===== src/pkg/ssp_pkg.sv =====
// shared constants, field layout and helpers of the serial port control block
package ssp_pkg;

	// ==========================================
	// register map (word index on the plain port)
	localparam logic [3:0] ADDR_CTRL = 4'h0; // serial_port_control
	localparam logic [3:0] ADDR_DATA = 4'h1; // serial_data_buffer
	localparam logic [3:0] ADDR_STAT = 4'h2; // sticky event status, write one to clear
	localparam logic [3:0] ADDR_MASK = 4'h3; // interrupt mask, same layout as status

	// ==========================================
	// control field positions and reset values
	localparam int         BIT_OVF    = 6;     // receive_overflow_flag
	localparam int         BIT_EN     = 5;     // port_enable_bit
	localparam int         BIT_CKP    = 4;     // clock_polarity_bit
	localparam logic [3:0] MODE_RESET = 4'h0;  // port_mode_select_field after reset
	localparam logic [7:0] DATA_RESET = 8'h00; // buffer and shifter contents after reset

	// ==========================================
	// status and mask bits
	localparam int         ST_RX    = 0;    // a byte completed
	localparam int         ST_OVF   = 1;    // a byte was lost to overflow
	localparam int         ST_W     = 2;    // width of status and mask
	localparam logic [1:0] ST_RESET = 2'h0;

	// ==========================================
	// port_mode_select_field encodings
	localparam logic [3:0] MODE_M_DIV4  = 4'h0; // spi master, fastest clock
	localparam logic [3:0] MODE_M_DIV16 = 4'h1; // spi master
	localparam logic [3:0] MODE_M_DIV64 = 4'h2; // spi master
	localparam logic [3:0] MODE_M_SLOW  = 4'h3; // spi master, slowest clock
	localparam logic [3:0] MODE_S_SS    = 4'h4; // spi slave, select pin in use
	localparam logic [3:0] MODE_S_NOSS  = 4'h5; // spi slave, select pin ignored
	localparam logic [3:0] MODE_I_7     = 4'h6; // i2c slave, 7-bit address
	localparam logic [3:0] MODE_I_10    = 4'h7; // i2c slave, 10-bit address
	localparam logic [3:0] MODE_I_FW    = 4'hb; // i2c, firmware controlled
	localparam logic [3:0] MODE_I_7S    = 4'he; // i2c slave, 7-bit, start/stop events
	localparam logic [3:0] MODE_I_10S   = 4'hf; // i2c slave, 10-bit, start/stop events

	// ==========================================
	// timing: master half period of the serial clock, in host cycles
	localparam logic [7:0] HALF_DIV4  = 8'h02;
	localparam logic [7:0] HALF_DIV16 = 8'h08;
	localparam logic [7:0] HALF_DIV64 = 8'h20;
	localparam logic [7:0] HALF_SLOW  = 8'h80;
	localparam logic [3:0] BYTE_LAST  = 4'h7; // bit index of the eighth bit
	localparam logic [4:0] EDGE_LAST  = 5'hf; // sixteen clock edges per byte

	// ==========================================
	// mode decoding used by several processes
	function automatic logic is_master(input logic [3:0] m);
		is_master = (m[3:2] == 2'b00);
	endfunction : is_master

	function automatic logic is_slave(input logic [3:0] m);
		is_slave = (m == MODE_S_SS) || (m == MODE_S_NOSS);
	endfunction : is_slave

	function automatic logic is_spi(input logic [3:0] m);
		is_spi = is_master(m) || is_slave(m);
	endfunction : is_spi

	function automatic logic is_i2c(input logic [3:0] m);
		is_i2c = (m == MODE_I_7) || (m == MODE_I_10) || (m == MODE_I_FW) ||
			(m == MODE_I_7S) || (m == MODE_I_10S);
	endfunction : is_i2c

	// reload value of the master divider, one less than the half period
	function automatic logic [7:0] half_reload(input logic [3:0] m);
		case (m[1:0])
			2'b00:   half_reload = HALF_DIV4 - 8'h01;
			2'b01:   half_reload = HALF_DIV16 - 8'h01;
			2'b10:   half_reload = HALF_DIV64 - 8'h01;
			default: half_reload = HALF_SLOW - 8'h01;
		endcase
	endfunction : half_reload

endpackage : ssp_pkg


===== src/pkg/ssp_shift_if.sv =====
// link between the port control and its bit shifter
`timescale 1ns/1ps
interface ssp_shift_if;
	logic       load;      // take load_data into the transmit shifter
	logic [7:0] load_data; // byte to send
	logic       tx_edge;   // drive next transmit bit
	logic       rx_edge;   // sample rx_bit
	logic       rx_bit;    // synchronised serial data in
	logic       clear;     // abort and restart the byte
	logic       sdo;       // current transmit bit
	logic       done;      // one-cycle pulse, eighth bit taken
	logic [7:0] rx_data;   // received byte, valid with done

	modport ctrl    (output load, load_data, tx_edge, rx_edge, rx_bit, clear,
	                 input  sdo, done, rx_data);
	modport shifter (input  load, load_data, tx_edge, rx_edge, rx_bit, clear,
	                 output sdo, done, rx_data);
endinterface : ssp_shift_if


===== src/verilog/ssp_shifter.sv =====
// eight-bit transmit and receive shifter driven by edge pulses
`timescale 1ns/1ps
module ssp_shifter
	import ssp_pkg::*;
(
	// clock and reset
	input wire logic   clk,
	input wire logic   arst_n,
	// control side
	ssp_shift_if.shifter sh
);

	// ==========================================
	// state
	logic [7:0] tx_q, tx_d;   // transmit shifter, msb on the pin
	logic [7:0] rx_q, rx_d;   // serial_shift_register, receive side
	logic [3:0] cnt_q, cnt_d; // bits sampled in this byte
	logic       done_q, done_d;

	// next values: clear beats load beats shifting
	always_comb begin
		tx_d   = tx_q;
		rx_d   = rx_q;
		cnt_d  = cnt_q;
		done_d = 1'b0;
		if (sh.clear) begin
			// abort: bit count back to the start of a byte
			cnt_d = 4'h0;
			rx_d  = DATA_RESET;
		end else if (sh.load) begin
			tx_d  = sh.load_data;
			cnt_d = 4'h0;
		end else begin
			// the first leading edge presents the msb already on the pin
			if (sh.tx_edge && (cnt_q != 4'h0)) begin
				tx_d = {tx_q[6:0], 1'b0};
			end
			if (sh.rx_edge) begin
				rx_d = {rx_q[6:0], sh.rx_bit};
				if (cnt_q == BYTE_LAST) begin
					cnt_d  = 4'h0;
					done_d = 1'b1;
				end else begin
					cnt_d = cnt_q + 4'h1;
				end
			end
		end
	end

	// register only
	always_ff @(posedge clk or negedge arst_n) begin
		if (!arst_n) begin
			tx_q   <= DATA_RESET;
			rx_q   <= DATA_RESET;
			cnt_q  <= 4'h0;
			done_q <= 1'b0;
		end else begin
			tx_q   <= tx_d;
			rx_q   <= rx_d;
			cnt_q  <= cnt_d;
			done_q <= done_d;
		end
	end

	assign sh.sdo     = tx_q[7];
	assign sh.done    = done_q;
	assign sh.rx_data = rx_q;

	// ==========================================
	// checks
	byte_done_a: assert property (@(posedge clk) disable iff (!arst_n)
		(sh.rx_edge && !sh.clear && !sh.load && cnt_q == BYTE_LAST) |=> (done_q && rx_q[0] == $past(sh.rx_bit)))
		else $error("byte completion not flagged after eighth bit");

endmodule : ssp_shifter


===== src/verilog/ssp_ctrl.sv =====
// synchronous serial port control: register port, spi master/slave, i2c clock hold
`timescale 1ns/1ps
module ssp_ctrl
	import ssp_pkg::*;
(
	// clock and reset
	input  wire logic       clk,
	input  wire logic       arst_n,
	// register port
	input  wire logic [3:0] addr,
	input  wire logic [7:0] wdata,
	input  wire logic       wr,
	input  wire logic       rd,
	output logic      [7:0] rdata,
	// spi pins
	input  wire logic       sck_i,
	output logic            sck_o,
	output logic            sck_oe,
	input  wire logic       sdi_i,
	output logic            sdo_o,
	output logic            sdo_oe,
	input  wire logic       ss_n_i,
	// i2c clock pin, open drain
	output logic            scl_o,
	output logic            scl_oe,
	// pin ownership and interrupt
	output logic            spi_pins_own,
	output logic            i2c_pins_own,
	output logic            irq
);

	// ==========================================
	// master state machine type
	typedef enum logic [1:0] {
		SSP_M_IDLE = 2'b01, // clock parked at idle level
		SSP_M_RUN  = 2'b10  // sixteen half periods in flight
	} ssp_ms_t;

	// ==========================================
	// pin synchronisers
	logic [2:0] sck_s; // third stage only for edge detection
	logic [1:0] sdi_s;
	logic [1:0] ss_s;

	// plain two-stage capture, stage zero read by stage one only
	always_ff @(posedge clk or negedge arst_n) begin
		if (!arst_n) begin
			sck_s <= 3'h0;
			sdi_s <= 2'h0;
			ss_s  <= 2'h3;
		end else begin
			sck_s <= {sck_s[1:0], sck_i};
			sdi_s <= {sdi_s[0], sdi_i};
			ss_s  <= {ss_s[0], ss_n_i};
		end
	end

	// ==========================================
	// registers of the control group
	logic            ovf_q, ovf_d;     // receive_overflow_flag
	logic            en_q, en_d;       // port_enable_bit
	logic            ckp_q, ckp_d;     // clock_polarity_bit
	logic [3:0]      mode_q, mode_d;   // port_mode_select_field
	logic [7:0]      buf_q, buf_d;     // serial_data_buffer
	logic            full_q, full_d;   // buffer holds an unread byte
	logic [ST_W-1:0] stat_q, stat_d;   // sticky events
	logic [ST_W-1:0] mask_q, mask_d;   // interrupt mask
	logic [7:0]      rdata_q, rdata_d; // read answer
	logic            irq_q, irq_d;

	// ==========================================
	// master clock generator state
	ssp_ms_t    ms_q, ms_d;
	logic [7:0] div_q, div_d;     // half period countdown
	logic [4:0] edge_q, edge_d;   // half periods done in this byte
	logic       mclk_q, mclk_d;   // internal master clock level
	logic       m_tx, m_rx;       // master edge pulses
	logic       start;            // software starts a master byte

	// ==========================================
	// pin output flops
	logic spi_own_q, spi_own_d;
	logic i2c_own_q, i2c_own_d;
	logic sck_o_q, sck_oe_q, sck_oe_d;
	logic sdo_o_q, sdo_oe_q, sdo_oe_d;
	logic scl_oe_q, scl_oe_d;
	logic scl_o_q;

	// ==========================================
	// decoded conditions
	logic master_on, slave_on, ss_ctl, ss_high;
	logic s_rise, s_fall, s_tx, s_rx;

	assign master_on = en_q && is_master(mode_q);
	assign slave_on  = en_q && is_slave(mode_q);
	assign ss_ctl    = (mode_q == MODE_S_SS);
	assign ss_high   = ss_s[1];
	// edge detectors look at stages one and two only
	assign s_rise    = sck_s[1] && !sck_s[2];
	assign s_fall    = !sck_s[1] && sck_s[2];
	assign s_tx      = ckp_q ? s_fall : s_rise;
	assign s_rx      = ckp_q ? s_rise : s_fall;
	assign start     = wr && (addr == ADDR_DATA) && master_on && (ms_q == SSP_M_IDLE);

	// ==========================================
	// shifter
	ssp_shift_if sh ();

	// edge pulses come from whichever end makes the clock
	always_comb begin
		sh.load      = wr && (addr == ADDR_DATA) && (start || slave_on);
		sh.load_data = wdata;
		sh.tx_edge   = master_on ? m_tx : (slave_on && s_tx);
		sh.rx_edge   = master_on ? m_rx : (slave_on && s_rx && !(ss_ctl && ss_high));
		sh.rx_bit    = sdi_s[1];
		sh.clear     = !en_q || (slave_on && ss_ctl && ss_high);
	end

	ssp_shifter u_shift (
		.clk    (clk),
		.arst_n (arst_n),
		.sh     (sh)
	);

	// ==========================================
	// register group next values
	always_comb begin
		ovf_d   = ovf_q;
		en_d    = en_q;
		ckp_d   = ckp_q;
		mode_d  = mode_q;
		buf_d   = buf_q;
		full_d  = full_q;
		stat_d  = stat_q;
		mask_d  = mask_q;
		rdata_d = 8'h00;
		// software writes first, hardware sets after so sets win
		if (wr) begin
			case (addr)
				ADDR_CTRL: begin
					// overflow is only cleared by software, never set
					ovf_d  = ovf_q && wdata[BIT_OVF];
					en_d   = wdata[BIT_EN];
					ckp_d  = wdata[BIT_CKP];
					mode_d = wdata[3:0];
				end
				ADDR_STAT: stat_d = stat_q & ~wdata[ST_W-1:0];
				ADDR_MASK: mask_d = wdata[ST_W-1:0];
				default: ;
			endcase
		end
		if (rd) begin
			case (addr)
				ADDR_CTRL: rdata_d = {1'b0, ovf_q, en_q, ckp_q, mode_q};
				ADDR_DATA: begin
					rdata_d = buf_q;
					// reading the buffer frees it
					full_d  = 1'b0;
				end
				ADDR_STAT: rdata_d = {6'h00, stat_q};
				ADDR_MASK: rdata_d = {6'h00, mask_q};
				default:   rdata_d = 8'h00;
			endcase
		end
		if (sh.done) begin
			stat_d[ST_RX] = 1'b1;
			if (full_q && is_slave(mode_q)) begin
				ovf_d          = 1'b1;
				stat_d[ST_OVF] = 1'b1;
			end else begin
				// a master simply overwrites, the unread byte is gone
				buf_d  = sh.rx_data;
				full_d = 1'b1;
			end
		end
		irq_d = |(stat_d & mask_d);
	end

	// register group flops
	always_ff @(posedge clk or negedge arst_n) begin
		if (!arst_n) begin
			ovf_q   <= 1'b0;
			en_q    <= 1'b0;
			ckp_q   <= 1'b0;
			mode_q  <= MODE_RESET;
			buf_q   <= DATA_RESET;
			full_q  <= 1'b0;
			stat_q  <= ST_RESET;
			mask_q  <= ST_RESET;
			rdata_q <= 8'h00;
			irq_q   <= 1'b0;
		end else begin
			ovf_q   <= ovf_d;
			en_q    <= en_d;
			ckp_q   <= ckp_d;
			mode_q  <= mode_d;
			buf_q   <= buf_d;
			full_q  <= full_d;
			stat_q  <= stat_d;
			mask_q  <= mask_d;
			rdata_q <= rdata_d;
			irq_q   <= irq_d;
		end
	end

	// ==========================================
	// master clock next values
	always_comb begin
		ms_d   = ms_q;
		div_d  = div_q;
		edge_d = edge_q;
		mclk_d = mclk_q;
		m_tx   = 1'b0;
		m_rx   = 1'b0;
		case (ms_q)
			SSP_M_IDLE: begin
				mclk_d = ckp_d;
				edge_d = 5'h00;
				if (start) begin
					ms_d  = SSP_M_RUN;
					div_d = half_reload(mode_q);
				end
			end
			SSP_M_RUN: begin
				if (!master_on) begin
					// disabling mid-byte parks the clock at once
					ms_d   = SSP_M_IDLE;
					mclk_d = ckp_d;
				end else if (div_q == 8'h00) begin
					div_d  = half_reload(mode_q);
					mclk_d = !mclk_q;
					m_tx   = (mclk_q == ckp_q);
					m_rx   = (mclk_q != ckp_q);
					edge_d = edge_q + 5'h01;
					if (edge_q == EDGE_LAST) begin
						ms_d = SSP_M_IDLE;
					end
				end else begin
					div_d = div_q - 8'h01;
				end
			end
			default: begin
				ms_d   = SSP_M_IDLE;
				mclk_d = ckp_d;
			end
		endcase
	end

	// master clock flops
	always_ff @(posedge clk or negedge arst_n) begin
		if (!arst_n) begin
			ms_q   <= SSP_M_IDLE;
			div_q  <= 8'h00;
			edge_q <= 5'h00;
			mclk_q <= 1'b0;
		end else begin
			ms_q   <= ms_d;
			div_q  <= div_d;
			edge_q <= edge_d;
			mclk_q <= mclk_d;
		end
	end

	// ==========================================
	// pin output next values
	always_comb begin
		spi_own_d = en_d && is_spi(mode_d);
		i2c_own_d = en_d && is_i2c(mode_d);
		// clock enable only in master modes, a slave takes the clock from the pin
		sck_oe_d  = spi_own_d && is_master(mode_d);
		// a deselected slave leaves the data line to others
		sdo_oe_d  = spi_own_d && !is_master(mode_d) ? !((mode_d == MODE_S_SS) && ss_s[1]) : spi_own_d;
		// polarity zero stretches the i2c clock
		scl_oe_d  = i2c_own_d && !ckp_d;
	end

	// pin output flops
	always_ff @(posedge clk or negedge arst_n) begin
		if (!arst_n) begin
			spi_own_q <= 1'b0;
			i2c_own_q <= 1'b0;
			sck_o_q   <= 1'b0;
			sck_oe_q  <= 1'b0;
			sdo_o_q   <= 1'b0;
			sdo_oe_q  <= 1'b0;
			scl_oe_q  <= 1'b0;
			scl_o_q   <= 1'b0;
		end else begin
			spi_own_q <= spi_own_d;
			i2c_own_q <= i2c_own_d;
			sck_o_q   <= mclk_d;
			sck_oe_q  <= sck_oe_d;
			sdo_o_q   <= sh.sdo;
			sdo_oe_q  <= sdo_oe_d;
			scl_oe_q  <= scl_oe_d;
			// open drain: the line is only ever pulled low
			scl_o_q   <= 1'b0;
		end
	end

	assign rdata        = rdata_q;
	assign sck_o        = sck_o_q;
	assign sck_oe       = sck_oe_q;
	assign sdo_o        = sdo_o_q;
	assign sdo_oe       = sdo_oe_q;
	assign scl_o        = scl_o_q;
	assign scl_oe       = scl_oe_q;
	assign spi_pins_own = spi_own_q;
	assign i2c_pins_own = i2c_own_q;
	assign irq          = irq_q;

	// ==========================================
	// checks
	spi_pin_own_a: assert property (@(posedge clk) disable iff (!arst_n)
		(en_q && is_spi(mode_q) && !wr) |=> (spi_pins_own && !i2c_pins_own))
		else $error("enabled spi port does not own its pins");

	i2c_pin_own_a: assert property (@(posedge clk) disable iff (!arst_n)
		!wr |=> (i2c_pins_own == $past(en_q && is_i2c(mode_q))))
		else $error("i2c pin ownership does not follow enable");

	slave_pol1_a: assert property (@(posedge clk) disable iff (!arst_n)
		(slave_on && ckp_q && s_fall) |-> (sh.tx_edge && !sh.rx_edge))
		else $error("polarity one slave not transmitting on falling edge");

	idle_clock_a: assert property (@(posedge clk) disable iff (!arst_n)
		(ms_q == SSP_M_IDLE && !wr) ##1 (ms_q == SSP_M_IDLE) |-> (sck_o == ckp_q))
		else $error("idle serial clock not at polarity level");

	slave_pol0_a: assert property (@(posedge clk) disable iff (!arst_n)
		(slave_on && !ckp_q && s_rise) |-> (sh.tx_edge && !sh.rx_edge))
		else $error("polarity zero slave not transmitting on rising edge");

	scl_hold_a: assert property (@(posedge clk) disable iff (!arst_n)
		(en_q && is_i2c(mode_q) && !wr) |=> (scl_oe == !$past(ckp_q) && scl_o == 1'b0))
		else $error("i2c clock hold does not follow polarity");

	ovf_slave_a: assert property (@(posedge clk) disable iff (!arst_n)
		$rose(ovf_q) |-> ($past(is_slave(mode_q)) && $past(full_q) && $stable(buf_q)))
		else $error("overflow set outside slave overflow case");

	ss_reset_a: assert property (@(posedge clk) disable iff (!arst_n)
		(slave_on && ss_ctl && ss_high) |-> (sh.clear && !sh.rx_edge))
		else $error("select high did not reset slave logic");

	master_len_a: assert property (@(posedge clk) disable iff (!arst_n)
		(start && mode_q == MODE_M_DIV4 && ms_q == SSP_M_IDLE) ##1 (master_on && mode_q == MODE_M_DIV4)[*8]
		|-> (ms_q == SSP_M_RUN))
		else $error("master byte ended early");

endmodule : ssp_ctrl


===== config.mk =====
export PLATFORM = sky130hd
export DESIGN_NAME = ssp_ctrl
export DESIGN_NICKNAME = d
export VERILOG_FILES = /design/src/pkg/ssp_pkg.sv /design/src/pkg/ssp_shift_if.sv /design/src/verilog/ssp_shifter.sv /design/src/verilog/ssp_ctrl.sv
export SDC_FILE = /design/constraint.sdc
export NUM_CORES = 1
export LEC_CHECK = 0
export ABC_AREA = 1
export ABC_CLOCK_PERIOD_IN_PS = 2100
export BUFFER_PORTS_ARGS = -buffer_cell sky130_fd_sc_hd__buf_2
export CORE_ASPECT_RATIO = 1.5
export CORE_UTILIZATION = 59
export CTS_CLUSTER_SIZE = 8
export DETAILED_ROUTE_END_ITERATION = 8
export PLACE_DENSITY = 0.76
export SKIP_CTS_REPAIR_TIMING = 1
export SLEW_MARGIN = 5
export SYNTH_ARGS = -nofsm -noshare
export SYNTH_HDL_FRONTEND = slang
export SYNTH_SLANG_ARGS = --single-unit

===== constraint.sdc =====
create_clock -name clk -period 2.1 [get_ports clk]
set_clock_uncertainty 0.1 [all_clocks]
set_input_delay 0.315 -clock clk [delete_from_list [all_inputs] [get_ports clk]]
set_output_delay 0.315 -clock clk [all_outputs]
set_load 0.01 [all_outputs]

==> impl_metrics.json <==
{
  "synthCells": 434,
  "ys_seq_elements": 79,
  "path_clk_slew_ps": 80,
  "fmax_mhz": 539,
  "cp_slowest_cell": "dfrtp_1",
  "busiest_layer": "met2",
  "io_pins": 36,
  "antenna_found_initial": 0,
  "worst_slew_margin_rel_pct": 62.6,
  "drcViolationCount": 0,
  "grt_usage_pct": 26.8,
  "synth_area_leaders": "dfrtp_1 (50%), nand2_1 (11%), nand3_1 (7.5%)",
  "drv_cap": 0,
  "path_max_fanout": 12,
  "clockBufferDepth": 2,
  "yosys.area_share.simple_pct": 27.4,
  "synth_ff_type": "dfrtp_1",
  "cts_buffers": 9,
  "synth_top_area_cell": "dfrtp_1",
  "critPathCapture": "u_shift.sh.rx_data[4]",
  "initial_core_util_pct": 61.2,
  "critPathBufInv": 2,
  "dr.pass1.iters": 4,
  "dieHeight_um": 100,
  "grt_use_met2_pct": 46.0,
  "use_met3_pct": 4.89,
  "die_w_um": 67.3,
  "cp.depth": 10,
  "seq_area_frac_synth_pct": 52.4,
  "cts_sinks": 79,
  "hpwlAfterDp_mm": 5.83,
  "vias": 2985,
  "place.gp.congestion": 0.906,
  "rrSetupSlack_ps": 250,
  "rsz0062_at_grt": "false",
  "critPathCaptureType": "flip-flop",
  "slowest_delay_ps": 360,
  "area_growth_syn_to_layout_pct": 13.3,
  "yosysUniqueCellTypes": 37,
  "via_per_inst": 5.32,
  "critPathLaunch": "div_q[0]",
  "synth_top_area_share_pct": 50.3,
  "drv_slew": 0,
  "root_buffer": "clkbuf_8",
  "status": "finished clean",
  "cts_htree_levels": 3,
  "worstReg2RegStart": "div_q[0]",
  "leakagePower_uw": 0.00228,
  "hold_violations": 0,
  "required_ps": 2290,
  "grt_max_degree": 35,
  "port_buffers": 34,
  "drt_iter0_drc": 133,
  "n_antenna_cell": 0,
  "fin_setup_tns_ps": 0,
  "routed_wl_mm": 7.74,
  "synth_most_common_cell": "nand2_1",
  "overflow": 0,
  "power_uw": 3150,
  "r2r_cells": 10,
  "hold_path.class": "input pin to flip-flop",
  "synth_area_um2": 3780,
  "path_class": "flip-flop to flip-flop",
  "crit_top_cell": "nand2_1",
  "finalSetupViolCount": 0,
  "cts_tree": "built",
  "vdd_drop_max_mv": 0.645,
  "grt_pass1_wl_mm": 13.3,
  "synthAdderAreaFrac_pct": 1.99,
  "final_nets": 507,
  "dieArea_um2": 6740,
  "antenna_left": 0,
  "muxShareOfSynthArea_pct": 2.38,
  "grt_pass1_vias": 3018,
  "drive_gt1_share_pct": 20.3,
  "timing.final.crit_share_pct": 88.3,
  "worstPathCellList": "inv_1 > ha_1 > nand2_1 > nor2_4 > nand3_1 > nand2_2 > nand2_4 > inv_2 > nand2_1 > nand2_1",
  "start_kind": "flip-flop",
  "grt_util_met1_pct": 31.8,
  "num_rows": 35,
  "wl_per_cell_um": 13.8,
  "pwr_density_cell_nw_per_um2": 735,
  "synth_nets": 459,
  "synth-xor-area-share_pct": 2.09,
  "synth_top_family_by_area": "simple AND/OR/NAND/NOR gates",
  "worstMarginPinSlew_ps": 559,
  "r2r_end": "u_shift.sh.rx_data[4]",
  "clock_latency_ps": 350,
  "synth.avg_cell_area_um2": 8.71,
  "crit_family": "simple AND/OR/NAND/NOR gates",
  "min_period_ps": 1850,
  "coreArea_um2": 6170,
  "arrival_ps": 2040,
  "synth_edf_count": 0,
  "synth-compound-area-share_pct": 7.02,
  "synth_commonest_cells": "nand2_1 (115), dfrtp_1 (76), nand3_1 (57)",
  "ys_warn_count": 0,
  "async_reset_ff_share_pct": 100
}
-- worst min path at each step --
stage,from,to,slack [ps],cells past startpoint
final,wdata[3],mode_q[3],150,3
after global placement,arst_n,rdata[1],190,1
after detailed placement,arst_n,rdata[1],190,1
after floorplan,arst_n,buf_q[0],-80,0
after global routing,wdata[6],ovf_q,150,3
after CTS,arst_n,rdata[1],-180,1
-- power by group --
| part | leakage, uW | total (uW) | switching, uW | internal (uW) |
|---|---|---|---|---|
| registers | 0.00103 | 1670 | 70.5 | 1600 |
| logic | 0.00116 | 358 | 236 | 122 |
| clock network | 0.0000997 | 1120 | 534 | 582 |
| total | 0.00228 | 3150 | 840 | 2310 |
-- layout by cell type, fill, tap and decap left out, drive strengths merged, types with 2 or more instances in the layout --
| cell type | count |
|---|---|
| nor3 | 4 |
| clkinv | 4 |
| clkbuf | 11 |
| buf | 40 |
| nand4 | 3 |
| nand2 | 123 |
| nor3b | 2 |
| nor2 | 38 |
| o21ai | 20 |
| inv | 50 |
| o22ai | 2 |
| a21oi | 19 |
| dfstp | 3 |
| ha | 6 |
| xor2 | 8 |
| dfrtp | 76 |
| mux2 | 8 |
| nand3 | 58 |
| dlygate4sd3 | 4 |
-- kinds of logic (layout without fill, tap and decap cells) --
| kind of cell | after synthesis | in the layout |
|---|---|---|
| and+or+nand+nor | 228 | 228 |
| AOI/OAI and AO/OA | 45 | 45 |
| other | 1 | 1 |
| muxes | 8 | 8 |
| xor gates and xnor gates | 9 | 9 |
| DFF | 79 | 79 |
| buffers and inverters | 58 | 111 |
| adders and majority gates | 6 | 6 |
-- routing by layer --
metal	part of all wire (%)	up-vias
li1	-	1497
met1	41	1413
met2	54	60
met3	2.6	15
met4	2.2	0
met5	0	-
-- area by class of cell --
cell class / count / area [um2]
multi-input combinational: 297 / 1550
clock inverter: 5 / 56.3
sequential: 79 / 1980
timing repair buffer: 44 / 270
inverter: 51 / 191
clock buffer: 11 / 141
tap: 74 / 92.6
fill: 486 / 1890
-- flip-flops by register name, summed over array words and instances (netlist names), 2 cells and up --
name                flops
buf_q                   8
div_q                   8
edge_q                  5
mask_q                  2
mode_q                  4
ms_q                    2
rdata                   8
sck_s                   3
sdi_s                   2
ss_s                    2
stat_q                  2
u_shift.cnt_q           4
u_shift.sh.rx_data      8
u_shift.tx_q            8
-- worst register-to-register path: cells and delay by family (launching register included) --
| kind | cells | cell delay (ps) |
|---|---|---|
| simple gates | 7 | 820 |
| flops | 1 | 360 |
| fa+ha+maj | 1 | 170 |
| buf+inv | 2 | 330 |
-- per-stage QoR --
step	instances	instance area, um2	hold WS, ps	util [%]	worst slack (ps)
CTS	557	4240	-182	68.7	254
global route	561	4280	148	69.3	62.1
detailed placement	541	4040	192	65.5	212
global placement	541	4040	192	65.5	242
floorplan	434	3780	-80.6	-	487
finish	561	4280	153	69.3	245
Note: power is estimated with default switching activity, not from simulation.
